[src/pkg/dcrb_pkg.sv]
// package: register addresses, field positions, reset values and frame layout for the output converter register bank
package dcrb_pkg;
  // ****************************************************************
  // frame layout: 8-bit address then 16-bit data
  // ****************************************************************
  localparam int ADDR_WIDTH = 8;
  localparam int DATA_WIDTH = 16;
  localparam int FRAME_WIDTH = 24;

  // ****************************************************************
  // register addresses
  // ****************************************************************
  localparam logic [7:0] ADDR_OUTPUT_CODE = 8'h01;
  localparam logic [7:0] ADDR_READBACK = 8'h02;
  localparam logic [7:0] ADDR_OUTPUT_CONTROL = 8'h55;
  localparam logic [7:0] ADDR_SOFT_RESET = 8'h56;
  localparam logic [7:0] ADDR_DEVICE_CONFIG = 8'h57;
  localparam logic [7:0] ADDR_GAIN_CAL = 8'h58;
  localparam logic [7:0] ADDR_OFFSET_CAL = 8'h59;

  // readback selectors (low bits of a readback frame's data)
  localparam logic [7:0] RB_STATUS = 8'h00;
  localparam logic [7:0] RB_OUTPUT_CODE = 8'h01;
  localparam logic [7:0] RB_OUTPUT_CONTROL = 8'h02;
  localparam logic [7:0] RB_DEVICE_CONFIG = 8'h0b;
  localparam logic [7:0] RB_GAIN_CAL = 8'h13;
  localparam logic [7:0] RB_OFFSET_CAL = 8'h17;

  // ****************************************************************
  // control register fields
  // ****************************************************************
  localparam int CTL_CLEAR_SEL_BIT = 15;
  localparam int CTL_OUTPUT_EN_BIT = 12;
  localparam int CTL_RANGE_HI = 2;
  localparam int CTL_RANGE_LO = 0;

  // ****************************************************************
  // configuration register fields
  // ****************************************************************
  localparam logic [15:0] CFG_WRITE_MASK = 16'h07bf;
  localparam int CFG_CUR_RANGE_HI = 10;
  localparam int CFG_CUR_RANGE_LO = 9;
  localparam int CFG_DUAL_EN_BIT = 8;
  localparam int CFG_SENSE_PD_BIT = 7;
  localparam int CFG_CAL_EN_BIT = 5;
  localparam int CFG_MODEM_EN_BIT = 4;
  localparam int CFG_FRAME_CHECK_BIT = 3;
  localparam int CFG_TIMEOUT_EN_BIT = 2;
  localparam int RESET_BIT = 0;

  // ****************************************************************
  // reset values and range codes
  // ****************************************************************
  localparam logic [15:0] CONTROL_RESET = 16'h0000;
  localparam logic [15:0] CONFIG_RESET = 16'h0000;
  localparam logic [15:0] CODE_RESET = 16'h0000;
  localparam logic [15:0] CAL_RESET = 16'h0000;
  localparam logic [15:0] CODE_MIDSCALE = 16'h8000;
  localparam logic [15:0] CODE_ZERO = 16'h0000;
  localparam logic [1:0] CUR_RANGE_4_20 = 2'h1;
  localparam logic [4:0] STATUS_WIDTH = 5'h05;
endpackage

[src/pkg/dcrb_link_if.sv]
// interface: parallel frame link between host controller and register bank
`timescale 1ns/100ps
interface dcrb_link_if;
  logic        frame_valid;   // one-cycle strobe: frame complete
  logic [23:0] frame_data;    // address in 23:16, data in 15:0
  logic        frame_error;   // frame failed its check
  logic [15:0] read_data;     // readback word
  logic        read_valid;    // one-cycle strobe with read_data

  modport device (input frame_valid, input frame_data, input frame_error, output read_data, output read_valid);
  modport host (output frame_valid, output frame_data, output frame_error, input read_data, input read_valid);
endinterface

[src/hw/dcrb_code_path.sv]
// module: calibration adjust of the shared output code
`timescale 1ns/100ps
module dcrb_code_path
  import dcrb_pkg::*;
#(
  parameter int CODE_BITS = 16
)
(
  input  wire logic        calibration_enable,  // adjust when high
  input  wire logic [15:0] code_in,             // raw output code
  input  wire logic [15:0] gain_trim_bits,      // unsigned gain
  input  wire logic [15:0] offset_trim_bits,    // two's complement offset
  output logic      [15:0] code_out             // adjusted code
);
  logic [32:0] scaled;
  logic signed [18:0] sum;
  logic [15:0] low_mask;

  assign low_mask = 16'hffff << (16 - CODE_BITS);

  // gain scales by (1 + g/65536) then offset is added, clamped to range
  always_comb
  begin
    scaled = {17'h00000, code_in} * {17'h00001, gain_trim_bits};
    sum = $signed({3'h0, scaled[31:16]}) + 19'(signed'(offset_trim_bits));
    if (!calibration_enable)
      code_out = code_in & low_mask;
    else if (scaled[32] || sum > 19'sh0ffff)
      code_out = 16'hffff & low_mask;
    else if (sum < 19'sh0)
      code_out = CODE_ZERO;
    else
      code_out = sum[15:0] & low_mask;
  end
endmodule

[src/hw/dcrb_device.sv]
// module: register bank of the programmable voltage/current output converter
// ****************************************************************
// Functional notes
// - control register lives at address 0x55
// - configuration register lives at address 0x57
// - host writes zeros to reserved configuration bits
// - current range used only with dual output
// - voltage range always from control range field
// - current range coded like main range low bits
// - current range change keeps output code
// - dual enable turns on both outputs
// - both outputs share one output code
// - sense power-down bit grounds sense node
// - calibration enable applies gain and offset
// - modem coupling only in 4-20 mA range
// - configuration bit three enables frame checking
// - output code sixteen bits, resets zero
// - twelve-bit variant ignores low four bits
// - gain register sixteen bits unsigned, resets zero
// - offset register two's complement, resets zero
// - reset register lives at address 0x56
// - reset register upper bits do nothing
// - reset bit restores registers and alarms
// - reset bit clears itself afterwards
// - range change clears code per clear select
// - alarms clear on resets or fault removal
// ****************************************************************
`timescale 1ns/100ps
module dcrb_device
  import dcrb_pkg::*;
#(
  parameter int CODE_BITS = 16
)
(
  input  wire logic        clk,                      // 50 MHz clock
  input  wire logic        reset_n,                  // synchronous reset
  dcrb_link_if.device      link,                     // frame link
  input  wire logic        fault_current,            // open or compliance fault
  input  wire logic        fault_thermal,            // over-temperature
  input  wire logic        fault_timeout,            // timeout monitor expired
  output logic             voltage_output_enable,    // voltage output on
  output logic             current_output_enable,    // current output on
  output logic [2:0]       voltage_range,            // voltage range code
  output logic [1:0]       current_range,            // current range code
  output logic             sense_power_down,         // ground sense node
  output logic             modem_coupling_active,    // modulate current output
  output logic             timeout_monitor_enable,   // to timeout monitor
  output logic [1:0]       timeout_period_select,    // to timeout monitor
  output logic [15:0]      converter_code,           // code to both outputs
  output logic [4:0]       alarm_status              // alarm bits
);
  // ****************************************************************
  // registers
  // ****************************************************************
  logic [15:0] control_reg;
  logic [15:0] config_reg;
  logic [15:0] code_reg;
  logic [15:0] gain_reg;
  logic [15:0] offset_reg;
  logic        soft_reset_reg;
  logic        check_fault_reg;
  logic [15:0] adjusted_code;
  logic [15:0] low_mask;
  logic        accept;
  logic        write_ok;
  logic [7:0]  frame_addr;
  logic [15:0] frame_word;
  logic        range_change;
  logic        dual_on;
  logic [1:0]  eff_cur_range;
  logic [2:0]  fault_meta_reg;
  logic [2:0]  fault_sync_reg;

  assign low_mask = 16'hffff << (16 - CODE_BITS);
  assign frame_addr = link.frame_data[23:16];
  assign frame_word = link.frame_data[15:0];
  // a frame with a failed check is dropped only while checking is on
  assign accept = link.frame_valid && !(config_reg[CFG_FRAME_CHECK_BIT] && link.frame_error);
  assign write_ok = accept && !soft_reset_reg;
  assign range_change = write_ok && frame_addr == ADDR_OUTPUT_CONTROL
                        && frame_word[CTL_RANGE_HI:CTL_RANGE_LO] != control_reg[CTL_RANGE_HI:CTL_RANGE_LO];
  assign dual_on = config_reg[CFG_DUAL_EN_BIT];
  // in single mode the current range follows the main range low bits
  assign eff_cur_range = dual_on ? config_reg[CFG_CUR_RANGE_HI:CFG_CUR_RANGE_LO]
                                 : control_reg[CTL_RANGE_LO+1:CTL_RANGE_LO];

  function automatic logic [15:0] clear_code(input logic sel, input logic [2:0] rng);
    // clear select high: midscale for unipolar, zero code (negative full scale) for bipolar; select low: the reverse
    if (!sel)
      clear_code = (rng == 3'h2 || rng == 3'h3) ? CODE_MIDSCALE : CODE_ZERO;
    else
      clear_code = (rng == 3'h2 || rng == 3'h3) ? CODE_ZERO : CODE_MIDSCALE;
  endfunction

  // ****************************************************************
  // soft reset: one-cycle pulse, cleared by hardware
  // ****************************************************************
  always_ff @(posedge clk)
  begin
    if (!reset_n)
      soft_reset_reg <= 1'b0;
    else if (soft_reset_reg)
      soft_reset_reg <= 1'b0;
    else if (accept && frame_addr == ADDR_SOFT_RESET)
      soft_reset_reg <= frame_word[RESET_BIT];
  end

  // ****************************************************************
  // control and configuration
  // ****************************************************************
  always_ff @(posedge clk)
  begin
    if (!reset_n || soft_reset_reg)
      control_reg <= CONTROL_RESET;
    else if (write_ok && frame_addr == ADDR_OUTPUT_CONTROL)
      control_reg <= frame_word;
  end

  always_ff @(posedge clk)
  begin
    if (!reset_n || soft_reset_reg)
      config_reg <= CONFIG_RESET;
    else if (write_ok && frame_addr == ADDR_DEVICE_CONFIG)
      config_reg <= frame_word & CFG_WRITE_MASK;                          // reserved bits kept zero
  end

  // ****************************************************************
  // code and calibration registers
  // ****************************************************************
  always_ff @(posedge clk)
  begin
    if (!reset_n || soft_reset_reg)
      code_reg <= CODE_RESET;
    else if (range_change)
      code_reg <= clear_code(frame_word[CTL_CLEAR_SEL_BIT], frame_word[2:0]) & low_mask;
    else if (write_ok && frame_addr == ADDR_OUTPUT_CODE)
      code_reg <= frame_word & low_mask;
    // configuration writes never touch the code
  end

  always_ff @(posedge clk)
  begin
    if (!reset_n || soft_reset_reg)
      gain_reg <= CAL_RESET;
    else if (write_ok && frame_addr == ADDR_GAIN_CAL)
      gain_reg <= frame_word & low_mask;
  end

  always_ff @(posedge clk)
  begin
    if (!reset_n || soft_reset_reg)
      offset_reg <= CAL_RESET;
    else if (write_ok && frame_addr == ADDR_OFFSET_CAL)
      offset_reg <= frame_word & low_mask;
  end

  // ****************************************************************
  // alarms: live fault levels; frame check fault holds until reset or the next accepted frame
  // ****************************************************************
  always_ff @(posedge clk)
  begin
    if (!reset_n || soft_reset_reg)
      check_fault_reg <= 1'b0;
    else if (link.frame_valid && config_reg[CFG_FRAME_CHECK_BIT] && link.frame_error)
      check_fault_reg <= 1'b1;
    else if (accept)
      check_fault_reg <= 1'b0;                                            // good frame resolves it
  end

  always_ff @(posedge clk)
  begin
    if (!reset_n || soft_reset_reg)
      alarm_status <= 5'h00;
    else
      alarm_status <= {check_fault_reg, fault_sync_reg[2], fault_sync_reg[1], 1'b0, fault_sync_reg[0]};
  end

  // fault levels come from the analog monitors, so two flops before use
  always_ff @(posedge clk)
  begin
    if (!reset_n)
    begin
      fault_meta_reg <= 3'h0;
      fault_sync_reg <= 3'h0;
    end
    else
    begin
      fault_meta_reg <= {fault_timeout, fault_current, fault_thermal};
      fault_sync_reg <= fault_meta_reg;
    end
  end

  // ****************************************************************
  // readback: selector in low byte of a frame to the readback address
  // ****************************************************************
  always_ff @(posedge clk)
  begin
    if (!reset_n)
    begin
      link.read_valid <= 1'b0;
      link.read_data <= 16'h0000;
    end
    else
    begin
      link.read_valid <= accept && frame_addr == ADDR_READBACK;
      if (accept && frame_addr == ADDR_READBACK)
        case (frame_word[7:0])
          RB_STATUS:         link.read_data <= {11'h000, alarm_status};
          RB_OUTPUT_CODE:    link.read_data <= code_reg;
          RB_OUTPUT_CONTROL: link.read_data <= control_reg;
          RB_DEVICE_CONFIG:  link.read_data <= config_reg;
          RB_GAIN_CAL:       link.read_data <= gain_reg;
          RB_OFFSET_CAL:     link.read_data <= offset_reg;
          default:           link.read_data <= 16'h0000;
        endcase
    end
  end

  // ****************************************************************
  // outputs
  // ****************************************************************
  dcrb_code_path #(
    .CODE_BITS (CODE_BITS)
  ) dcrb_code_path_inst (
    .calibration_enable (config_reg[CFG_CAL_EN_BIT]),
    .code_in            (code_reg),                                       // one shared code
    .gain_trim_bits     (gain_reg),
    .offset_trim_bits   (offset_reg),
    .code_out           (adjusted_code)
  );

  always_ff @(posedge clk)
  begin
    if (!reset_n)
    begin
      voltage_output_enable  <= 1'b0;
      current_output_enable  <= 1'b0;
      voltage_range          <= 3'h0;
      current_range          <= 2'h0;
      sense_power_down       <= 1'b0;
      modem_coupling_active  <= 1'b0;
      timeout_monitor_enable <= 1'b0;
      timeout_period_select  <= 2'h0;
      converter_code         <= 16'h0000;
    end
    else
    begin
      // dual: both on; single: range top bit picks current vs voltage
      voltage_output_enable  <= control_reg[CTL_OUTPUT_EN_BIT] && (dual_on || !control_reg[CTL_RANGE_HI]);
      current_output_enable  <= control_reg[CTL_OUTPUT_EN_BIT] && (dual_on || control_reg[CTL_RANGE_HI]);
      voltage_range          <= control_reg[CTL_RANGE_HI:CTL_RANGE_LO];
      current_range          <= eff_cur_range;
      sense_power_down       <= config_reg[CFG_SENSE_PD_BIT];
      modem_coupling_active  <= config_reg[CFG_MODEM_EN_BIT]
                                && (dual_on || control_reg[CTL_RANGE_HI])
                                && eff_cur_range == CUR_RANGE_4_20;
      timeout_monitor_enable <= config_reg[CFG_TIMEOUT_EN_BIT];
      timeout_period_select  <= config_reg[1:0];
      converter_code         <= adjusted_code;
    end
  end
endmodule

[src/flat_wrapper.sv]
// flat-port wrapper written by rule: the top's interface ports become plain ports
module dcrb_device_flat import dcrb_pkg::*;
#(
  parameter int CODE_BITS = 16
)
  (clk, reset_n, fault_current, fault_thermal, fault_timeout, voltage_output_enable, current_output_enable, voltage_range, current_range, sense_power_down, modem_coupling_active, timeout_monitor_enable, timeout_period_select, converter_code, alarm_status, link_frame_valid, link_frame_data, link_frame_error, link_read_data, link_read_valid);
  dcrb_link_if link_i ();
  input  wire logic clk;
  input  wire logic reset_n;
  input  wire logic fault_current;
  input  wire logic fault_thermal;
  input  wire logic fault_timeout;
  output logic voltage_output_enable;
  output logic current_output_enable;
  output logic [2:0] voltage_range;
  output logic [1:0] current_range;
  output logic sense_power_down;
  output logic modem_coupling_active;
  output logic timeout_monitor_enable;
  output logic [1:0] timeout_period_select;
  output logic [15:0] converter_code;
  output logic [4:0] alarm_status;
  input wire logic [$bits(link_i.frame_valid)-1:0] link_frame_valid;
  input wire logic [$bits(link_i.frame_data)-1:0] link_frame_data;
  input wire logic [$bits(link_i.frame_error)-1:0] link_frame_error;
  output wire logic [$bits(link_i.read_data)-1:0] link_read_data;
  output wire logic [$bits(link_i.read_valid)-1:0] link_read_valid;
  assign link_i.frame_valid = link_frame_valid;
  assign link_i.frame_data = link_frame_data;
  assign link_i.frame_error = link_frame_error;
  assign link_read_data = link_i.read_data;
  assign link_read_valid = link_i.read_valid;
  dcrb_device #(.CODE_BITS(CODE_BITS)) u_core (.clk(clk), .reset_n(reset_n), .link(link_i), .fault_current(fault_current), .fault_thermal(fault_thermal), .fault_timeout(fault_timeout), .voltage_output_enable(voltage_output_enable), .current_output_enable(current_output_enable), .voltage_range(voltage_range), .current_range(current_range), .sense_power_down(sense_power_down), .modem_coupling_active(modem_coupling_active), .timeout_monitor_enable(timeout_monitor_enable), .timeout_period_select(timeout_period_select), .converter_code(converter_code), .alarm_status(alarm_status));
endmodule
[config.mk]
export PLATFORM = sky130hd
export DESIGN_NAME = dcrb_device_flat
export DESIGN_NICKNAME = d
export VERILOG_FILES = /design/src/pkg/dcrb_pkg.sv /design/src/pkg/dcrb_link_if.sv /design/src/hw/dcrb_code_path.sv /design/src/hw/dcrb_device.sv /design/src/flat_wrapper.sv
export SDC_FILE = /design/constraint.sdc
export NUM_CORES = 1
export LEC_CHECK = 0
export ABC_AREA = 1
export BUFFER_PORTS_ARGS = -buffer_cell sky130_fd_sc_hd__buf_2
export CAP_MARGIN = 20
export CORE_UTILIZATION = 25
export DETAILED_ROUTE_END_ITERATION = 8
export SETUP_SLACK_MARGIN = 0.02
export SLEW_MARGIN = 20
export SYNTH_ARGS = -nofsm -noshare
export SYNTH_HDL_FRONTEND = slang
export SYNTH_SLANG_ARGS = --single-unit
[constraint.sdc]
create_clock -name clk -period 6.4 [get_ports clk]
set_clock_uncertainty 0.2 [all_clocks]
set_input_delay 0.96 -clock clk [delete_from_list [all_inputs] [get_ports clk]]
set_output_delay 0.96 -clock clk [all_outputs]
set_load 0.01 [all_outputs]
==> impl_metrics.yaml, run 1 <==
placement:
  postPlaceCellArea_mm2: 0.0186
  gp_congestion: 0.904
  port_buffers: 79
  place_hpwl_um: 39700
  dp_cells: 3227
logic_synthesis:
  netlist_instances: 2208
  synthesis.area_mm2: 0.0158
  avgSynthCellArea_um2: 7.14
  synth_fp_nets: 2567
  synth_compound_area_frac: 0.0911
  synth_edf_count: 0
  seq_area_frac_synth: 0.166
  synthSimpleGateAreaFrac: 0.217
  ys_ff_latch: 131
  ys_async_sr_fraction: 0
  ys_types: 48
  synthMuxAreaShare: 0
  synth_xor_area_frac: 0.00999
  yosys.area_share.adder: 0.359
  synth_top_family_by_area: "adder cells"
  yosys_warnings: 0
  synth_ff_type: "dfxtp_1"
critical_path:
  worstPathArrival_ns: 7.06
  reg2reg_slack_ns: -0.54
  worstPathMaxFanout: 8
  crit_path_frequent_cell: "fa_1"
  crit_family: "adder cells"
  cp.required_ns: 6.51
  critPathMaxStageDelay_ns: 0.52
  cp-end-kind: "flop"
  critPathKind: "reg -> reg"
  crit_buf_inv: 9
  critPathSlowestCell: "fa_1"
  cp-start-kind: "flop"
timing:
  period_minus_slack_ns: 6.94
  finalMaxSlewViolations: 0
  tightestPinTransition_ns: 1.04
  rsz0062_at_grt: "true"
  max_freq_ghz: 0.144
  period_share: 1.08
  relSlewSlack: 0.304
  layout_setup_ws_ns: -0.541
  finalSetupTns_ns: -8.28
  setup_viol: 16
  hold_slack_ns: 0.207
  hold_viol_final: 0
cts:
  numCtsBuffers: 17
  htree_levels: 4
  tritoncts: "built"
  cts.sinks: 131
  path_clk_slew_ns: 0.06
  clockBufferDepth: 2
  cts-root-buf: "clkbuf_16"
  clk_latency_ns: 0.43
floorplanning:
  row_count: 91
  die_h_um: 253
  core_mm2: 0.0621
  start_util: 0.254
  die_area_mm2: 0.0641
  die_w_um: 253
  io_pins: 81
global_route:
  grt_pass1_vias: 14100
  grt_max_degree: 45
  grt_usage: 0.155
  antenna_found_initial: 0
  overflow: 0
  grt_pass1_wl_um: 77600
final_layout:
  syn_to_final_growth_pct: 29.1
  fin_cells: 3289
  drive_gt1_frac: 0.237
  diodes: 0
  final_area_mm2: 0.0204
  fin_util: 0.328
  layout.nets: 2798
power_and_ir_drop:
  ir_worst_vdd_mv: 0.185
  p_leak_nw: 10.8
  power.density_mw_per_mm2: 91.0
routing:
  firstDrtPassIters: 7
  first_iter_violations: 908
  ant_nets: 0
  wirelength_um: 49700
  avgViaCountPerCell: 4.45
  vias: 14600
  drc: 0
  avgRoutedWirePerCell_um: 15.1
status:
  outcome: "finished, violations left"
  failed_checks: "negative setup slack"
job:
  cap_violations: 0
worst_hold_path:
  min_path_type: "reg -> reg"
==> final timing paths <==
kind	startpoint	to	cells past startpoint
worst min-delay path	u_core.fault_sync_reg[2]$_SDFF_PN0_	u_core.alarm_status[3]$_SDFF_PP0_	2
worst max-delay path	u_core.code_reg[5]$_SDFFE_PP0P_	u_core.converter_code[8]$_SDFF_PN0_	37
worst max register to register	u_core.code_reg[5]$_SDFFE_PP0P_	u_core.converter_code[8]$_SDFF_PN0_	37
worst min register to register	u_core.fault_sync_reg[2]$_SDFF_PN0_	u_core.alarm_status[3]$_SDFF_PP0_	2
==> through the flow <==
step	power (mW)	worst slack (ns)
3_5_place_dp	0.911	-0.829
4_1_cts	1.86	-0.434
5_1_grt	1.91	-0.799
2_1_floorplan	0.877	-0.196
3_3_place_gp	0.911	-0.762
6_report	1.85	-0.541
==> worst min-delay path: stages (launching register included) <==
cell	delay, ns
dfxtp_1	0.29
inv_1	0.04
nor2_1	0.03
==> layout make-up <==
cell class / instances / area (um^2)
Tap cell: 837 / 1050
Inverter: 517 / 1940
Clock inverter: 13 / 123
Multi-Input combinational cell: 1461 / 11700
Clock buffer: 19 / 453
Timing Repair Buffer: 311 / 2390
Fill cell: 6588 / 41700
Sequential cell: 131 / 2700
==> layer usage <==
metal | wire [um] | part of all wire | vias to the layer above | GRT usage
li1 | - | - | 7080 | -
met5 | 0 | 0 | - | 0
met2 | 23300 | 0.47 | 436 | 0.256
met4 | 1050 | 0.021 | 0 | 0.0393
met3 | 2960 | 0.059 | 61 | 0.0163
met1 | 22400 | 0.45 | 7045 | 0.213
==> synthesized netlist by cell type (all sizes together), types with 2 or more instances <==
master,count,area share
nand2,627,0.15
inv,517,0.12
fa,208,0.26
dfxtp,131,0.17
a21oi,128,0.041
nor2,124,0.032
ha,120,0.095
o21ai,90,0.029
clkbuf,74,0.021
nand3,44,0.014
buf,26,0.012
nor3,20,0.0067
o22ai,11,0.0044
nand4,10,0.0040
nor4,10,0.0040
xnor2,10,0.0056
xor2,8,0.0044
a211oi,7,0.0033
o21bai,7,0.0036
nand3b,5,0.0024
a31oi,4,0.0016
and3,4,0.0016
o211ai,4,0.0019
o31ai,4,0.0019
a21o,3,0.0014
o2111ai,3,0.0017
and2,2,0.00087
==> cells in the final DEF (no fill, tap or decap), types with 11 or more instances in the layout <==
| cell | n |
|---|---|
| a21oi_1 | 109 |
| a21oi_2 | 13 |
| buf_12 | 11 |
| buf_2 | 79 |
| buf_4 | 203 |
| buf_6 | 14 |
| clkbuf_16 | 19 |
| dfxtp_1 | 104 |
| dfxtp_4 | 17 |
| fa_1 | 194 |
| fa_2 | 14 |
| ha_1 | 94 |
| ha_4 | 26 |
| inv_1 | 484 |
| inv_2 | 33 |
| nand2_1 | 573 |
| nand2_2 | 36 |
| nand2_4 | 15 |
| nand3_1 | 35 |
| nor2_1 | 86 |
| nor2_2 | 25 |
| nor2_4 | 13 |
| nor3_1 | 15 |
| o21ai_0 | 83 |
| o22ai_1 | 11 |
==> kinds of logic (layout without fill, tap and decap cells) <==
kind of cell    Yosys count  after routing
other cells               1              1
compound gates          265            265
fa+ha+maj               328            328
buf+inv                 618            860
flops                   131            131
xor+xnor                 18             18
simple gates            847            849
==> repair_timing <==
action / CTS / global route
cloned: 3 / 2
buffers inserted: 20 / 8
hold buffers: 0 / 0
setup endpoints to repair: 16 / 16
pin swaps: 56 / 60
resized for setup: 146 / 122
==> report_power, final <==
part           internal [mW]  total, mW  switching, mW
Sequential             0.812      0.816        0.00319
Clock                  0.560      0.964          0.404
Combinational         0.0205     0.0737         0.0532
Note: power is estimated with default switching activity, not from simulation.
==> run 2: changes to the inputs <==
--- a/config.mk
+++ b/config.mk
@@ -10,4 +10,7 @@
 export CAP_MARGIN = 20
+export CELL_PAD_IN_SITES_DETAIL_PLACEMENT = 0
+export CELL_PAD_IN_SITES_GLOBAL_PLACEMENT = 2
 export CORE_UTILIZATION = 25
 export DETAILED_ROUTE_END_ITERATION = 8
+export PLACE_DENSITY_LB_ADDON = 0.1
 export SETUP_SLACK_MARGIN = 0.02
==> constraint.sdc (replaced) <==
create_clock -name clk -period 6.4 [get_ports clk]
set_clock_uncertainty 0.2 [all_clocks]
set_input_delay 0.32 -clock clk [delete_from_list [all_inputs] [get_ports clk]]
set_output_delay 0.32 -clock clk [all_outputs]
set_load 0.01 [all_outputs]
==> run 2 against run 1 <==
- the run still ends with negative setup slack left
- wire length rose by 19%
- clock power fell by 5.0%
- critical path type unchanged
- final area rose by 3.0%
- setup slack got worse by 0.088 ns
- largest power group unchanged
- final cell count rose by 1.5%
- clock-buffer cell count did not move
- hold slack got worse by 0.19 ns
- fmax fell by 1.2%
- via count fell by 0.94%
==> impl_metrics.yaml, run 2 (synthesized netlist as in run 1, its figures left out) <==
floorplanning:
  die_h_um: 253
  start_util: 0.254
  die_area_mm2: 0.0641
  io_pins: 81
  core_mm2: 0.0621
  die_w_um: 253
  row_count: 91
cts:
  cts-root-buf: "clkbuf_16"
  htree_levels: 4
  path_clk_slew_ns: 0.06
  numCtsBuffers: 17
  clockBufferDepth: 2
  cts.sinks: 131
  clk_latency_ns: 0.43
  tritoncts: "built"
critical_path:
  critPathMaxStageDelay_ns: 0.57
  worstPathMaxFanout: 8
  cp-end-kind: "flop"
  cp.required_ns: 6.52
  critPathKind: "reg -> reg"
  crit_buf_inv: 9
  cp-start-kind: "flop"
  crit_path_frequent_cell: "fa_1"
  worstPathArrival_ns: 7.15
  critPathSlowestCell: "fa_1"
  crit_family: "adder cells"
placement:
  dp_cells: 3258
  postPlaceCellArea_mm2: 0.0188
  gp_congestion: 0.833
  pre_cts_ws_ns: -1.14
  port_buffers: 79
  place_hpwl_um: 48800
global_route:
  grt_max_degree: 45
  grt_pass1_vias: 15300
  grt_usage: 0.190
  antenna_found_initial: 2
  grt_pass1_wl_um: 91000
  overflow: 0
routing:
  avgViaCountPerCell: 4.34
  vias: 14500
  ant_nets: 0
  drc: 0
  firstDrtPassIters: 5
  avgRoutedWirePerCell_um: 17.7
  first_iter_violations: 698
  wirelength_um: 59100
timing:
  relSlewSlack: 0.315
  hold_slack_ns: 0.0148
  period_minus_slack_ns: 7.03
  rsz0062_at_grt: "true"
  period_share: 1.10
  tightestPinTransition_ns: 1.02
  layout_setup_ws_ns: -0.628
  finalMaxSlewViolations: 0
  setup_viol: 16
  finalSetupTns_ns: -9.74
  hold_viol_final: 0
  max_freq_ghz: 0.142
final_layout:
  final_area_mm2: 0.0210
  drive_gt1_frac: 0.263
  final_common_cell: "nand2_1"
  syn_to_final_growth_pct: 33.1
  fin_cells: 3338
  layout.nets: 2847
  fin_util: 0.338
  mostFrequentLayoutCells: "nand2_1 (552), inv_1 (483), buf_4 (244)"
  diodes: 0
power_and_ir_drop:
  total_power_mw: 1.82
  seq_power_share: 0.451
  p_sw_mw: 0.467
  p_int_mw: 1.35
  ir_worst_vdd_mv: 0.170
  power_switching_share: 0.257
  combPwrFrac: 0.046
  p_leak_nw: 11.2
  pwr-share-clk: 0.504
  power.density_mw_per_mm2: 86.6
worst_hold_path:
  min_path_type: "in -> reg"
status:
  outcome: "finished, violations left"
  failed_checks: "negative setup slack"
job:
  cap_violations: 0
run 2: what timing repair did:
action,CTS,global route
hold buffers,6,0
pin swaps,82,66
setup endpoints to repair,16,16
gates cloned,4,0
setup buffers,29,10
hold endpoints to repair,5,0
resized for setup,169,143
run 2: cell type report:
cell class,instances,area [um^2]
clock buffers,19,443
clock inverters,13,103
fillers,6702,41100
inverters,517,1940
multi-input cells,1461,11900
flip-flops and latches,131,2670
well taps,837,1050
repair buffers,360,2840
run 2: worst min-delay path: stages:
cell and delay, ns:
buf_2 0.13, nand4_1 0.10, nor4_1 0.05
run 2: per-layer routing:
layer,share of wire,global-route usage,up-vias
li1,-,-,7164
met1,0.46,0.246,7106
met2,0.51,0.341,173
met3,0.021,0.0189,39
met4,0.014,0.0362,2
met5,0.00020,0,-
run 2: final timing paths:
kind	start	endpoint	slack, ns	depth (start not counted)
setup / recovery	u_core.code_reg[6]$_SDFFE_PP0P_	u_core.converter_code[9]$_SDFF_PN0_	-0.63	34
hold / removal	link_frame_data[18]	u_core.soft_reset_reg$_SDFF_PP0_	0.01	3
setup reg to reg	u_core.code_reg[6]$_SDFFE_PP0P_	u_core.converter_code[9]$_SDFF_PN0_	-0.63	34
hold reg to reg	u_core.fault_sync_reg[1]$_SDFF_PN0_	u_core.alarm_status[2]$_SDFF_PP0_	0.21	2
run 2: power groups by stage:
| stage | clock [mW] | combinational [mW] | sequential [mW] |
|---|---|---|---|
| 6_report | 0.916 | 0.0830 | 0.819 |
| 5_1_grt | 0.978 | 0.0910 | 0.819 |
| 4_1_cts | 0.939 | 0.0831 | 0.819 |
| 3_5_place_dp | 0 | 0.0789 | 0.840 |
| 3_3_place_gp | 0 | 0.0790 | 0.840 |
| 2_1_floorplan | 0 | 0.0381 | 0.839 |
==> run 3: changes to the inputs <==
Settings changed: CELL_PAD_IN_SITES_DETAIL_PLACEMENT 0 to not set, CELL_PAD_IN_SITES_GLOBAL_PLACEMENT 2 to not set, PLACE_DENSITY_LB_ADDON 0.1 to not set.
==> run 3 against run 2 <==
- the flow still finishes with violations (negative setup slack)
- global-route usage decreased by 3.5 points
- sequential power about the same
- final cell count shrank 1.2%
- wire length down 16%
- via count is 0.68% higher
- final area is 2.5% lower
- flip-flop and latch count stayed put
- utilization decreased by 0.84 points
- clock power grew 5.5%
- largest cell class unchanged
==> impl_metrics.yaml, run 3 (synthesized netlist as in run 1, its figures left out) <==
final_layout:
  mostFrequentLayoutCells: "nand2_1 (573), inv_1 (484), buf_4 (203)"
  diodes: 0
  final_common_cell: "nand2_1"
  layout.nets: 2808
  drive_gt1_frac: 0.236
  final_area_mm2: 0.0205
  syn_to_final_growth_pct: 29.8
  fin_util: 0.330
  fillCellCount: 6577
power_and_ir_drop:
  power.density_mw_per_mm2: 90.9
  seq_power_share: 0.438
  power_switching_share: 0.249
  ir_worst_vdd_mv: 0.186
  p_int_mw: 1.40
  pwr-share-clk: 0.519
  p_sw_mw: 0.463
  combPwrFrac: 0.042
  p_leak_nw: 10.9
placement:
  postPlaceCellArea_mm2: 0.0186
  port_buffers: 79
  gp_congestion: 0.904
  place_hpwl_um: 39700
cts:
  path_clk_slew_ns: 0.06
  cts.sinks: 131
  numCtsBuffers: 17
  cts-root-buf: "clkbuf_16"
  clk_latency_ns: 0.43
  tritoncts: "built"
  clockBufferDepth: 2
  htree_levels: 4
timing:
  rsz0062_at_grt: "true"
  period_share: 1.08
  finalMaxSlewViolations: 0
  layout_setup_ws_ns: -0.531
  hold_viol_final: 0
  period_minus_slack_ns: 6.93
  tightestPinTransition_ns: 1.06
  setup_viol: 16
  relSlewSlack: 0.292
  max_freq_ghz: 0.144
global_route:
  grt_pass1_wl_um: 77700
  grt_usage: 0.155
  antenna_found_initial: 0
  overflow: 0
  grt_max_degree: 45
  grt_pass1_vias: 14100
critical_path:
  crit_path_frequent_cell: "nand2_1"
  worstPathArrival_ns: 7.05
  reg2reg_slack_ns: -0.53
  worstPathMaxFanout: 8
  critPathMaxStageDelay_ns: 0.54
  critPathKind: "reg -> reg"
  cp.required_ns: 6.52
  r2r-start: "u_core.gain_reg[9]$_SDFFE_PP0P_"
  cp-startpoint: "u_core.gain_reg[9]$_SDFFE_PP0P_"
  r2r_end: "u_core.converter_code[8]$_SDFF_PN0_"
  critPathSlowestCell: "fa_2"
  cp-start-kind: "flop"
  reg2reg_depth: 37
  cp-end-kind: "flop"
routing:
  wl_met3_um: 2620
  avgViaCountPerCell: 4.42
  ant_nets: 0
  met2WireLength_um: 23400
  wirelength_um: 49800
  first_iter_violations: 903
  avgRoutedWirePerCell_um: 15.1
  firstDrtPassIters: 6
  vias: 14600
  routed.top_layer: "met4"
  drc: 0
  drt-met1-wl_um: 22700
status:
  failed_checks: "negative setup slack"
  outcome: "finished, violations left"
worst_hold_path:
  hold_end: "u_core.soft_reset_reg$_SDFF_PP0_"
  min_path_type: "in -> reg"
  min_path_cells: 4
  hp-start: "link_frame_data[23]"
floorplanning:
  die_w_um: 253
  start_util: 0.254
  row_count: 91
  io_pins: 81
  core_mm2: 0.0621
  die_area_mm2: 0.0641
  die_h_um: 253
job:
  cap_violations: 0
-- run 3: cell types whose count changed in the layout (fill, tap and decap cells not counted), moves of 3 or more --
cell and delta:
nand2_1 +21, dlygate4sd3_1 +4, clkinv_4 -3, dfxtp_2 -7, buf_12 -10, buf_4 -41
dfxtp_4 +9, buf_6 +5, nand2_2 -10, nand2_4 -10, nor2_4 -7, nor2_1 +3
nor2_2 +4
-- run 3: power by group through the flow --
stage               clock [mW]  sequential, mW  combinational (mW)
floorplan                    0           0.839              0.0381
global placement             0           0.840              0.0707
detailed placement           0           0.840              0.0710
CTS                      0.973           0.817              0.0763
global route              1.01           0.815              0.0849
finish                   0.966           0.816              0.0782
-- run 3: timing repair --
action                                 in CTS  in global routing
hold buffers                               10                  0
resized for setup                         146                122
endpoints found under the hold margin      10                  0
pin swaps                                  56                 60
cloned                                      3                  2
buffers inserted                           20                  8
setup endpoints to repair                  16                 16
-- run 3: metal layers --
metal	GRT usage	vias to the layer above
met3	0.0163	62
li1	-	7102
met5	0	-
met4	0.0393	0
met1	0.213	7016
met2	0.257	403
-- run 3: through the flow --
step,setup TNS (ns),worst slack [ns],std cells,total power [mW],hold WS (ns)
2_1_floorplan,-2.15,-0.196,2208,0.877,0.190
3_3_place_gp,-11.93,-0.762,3227,0.911,0.195
3_5_place_dp,-12.97,-0.829,3227,0.911,0.201
4_1_cts,-6.62,-0.434,3289,1.87,0.00266
5_1_grt,-12.35,-0.799,3299,1.91,0.0126
6_report,-8.13,-0.531,3299,1.86,0.00553
-- run 3: worst max-delay path by stage --
stage	end	slack, ns	cells past startpoint
2_1_floorplan	u_core.converter_code[6]$_SDFF_PN0_	-0.20	38
3_3_place_gp	u_core.converter_code[9]$_SDFF_PN0_	-0.76	33
3_5_place_dp	u_core.converter_code[8]$_SDFF_PN0_	-0.83	33
4_1_cts	u_core.converter_code[8]$_SDFF_PN0_	-0.43	39
5_1_grt	u_core.converter_code[8]$_SDFF_PN0_	-0.80	37
6_report	u_core.converter_code[8]$_SDFF_PN0_	-0.53	37
-- run 3: final cells by class --
class                           instances  area (um^2)  area share
Inverter                              517         1940      0.0948
Tap cell                              837         1050      0.0512
Clock buffer                           19          453      0.0221
Multi-Input combinational cell       1461        11700       0.573
Timing Repair Buffer                  321         2490       0.122
Sequential cell                       131         2700       0.132
Clock inverter                         13          123     0.00599
-- run 3: critical path: cells and delay by family (launching register included) --
family	cells	cell delay (ns)
buf+inv	9	0.85
flops	1	0.37
compound gates	3	0.39
simple gates	16	1.29
fa+ha+maj	8	3.52
xor+xnor	1	0.15
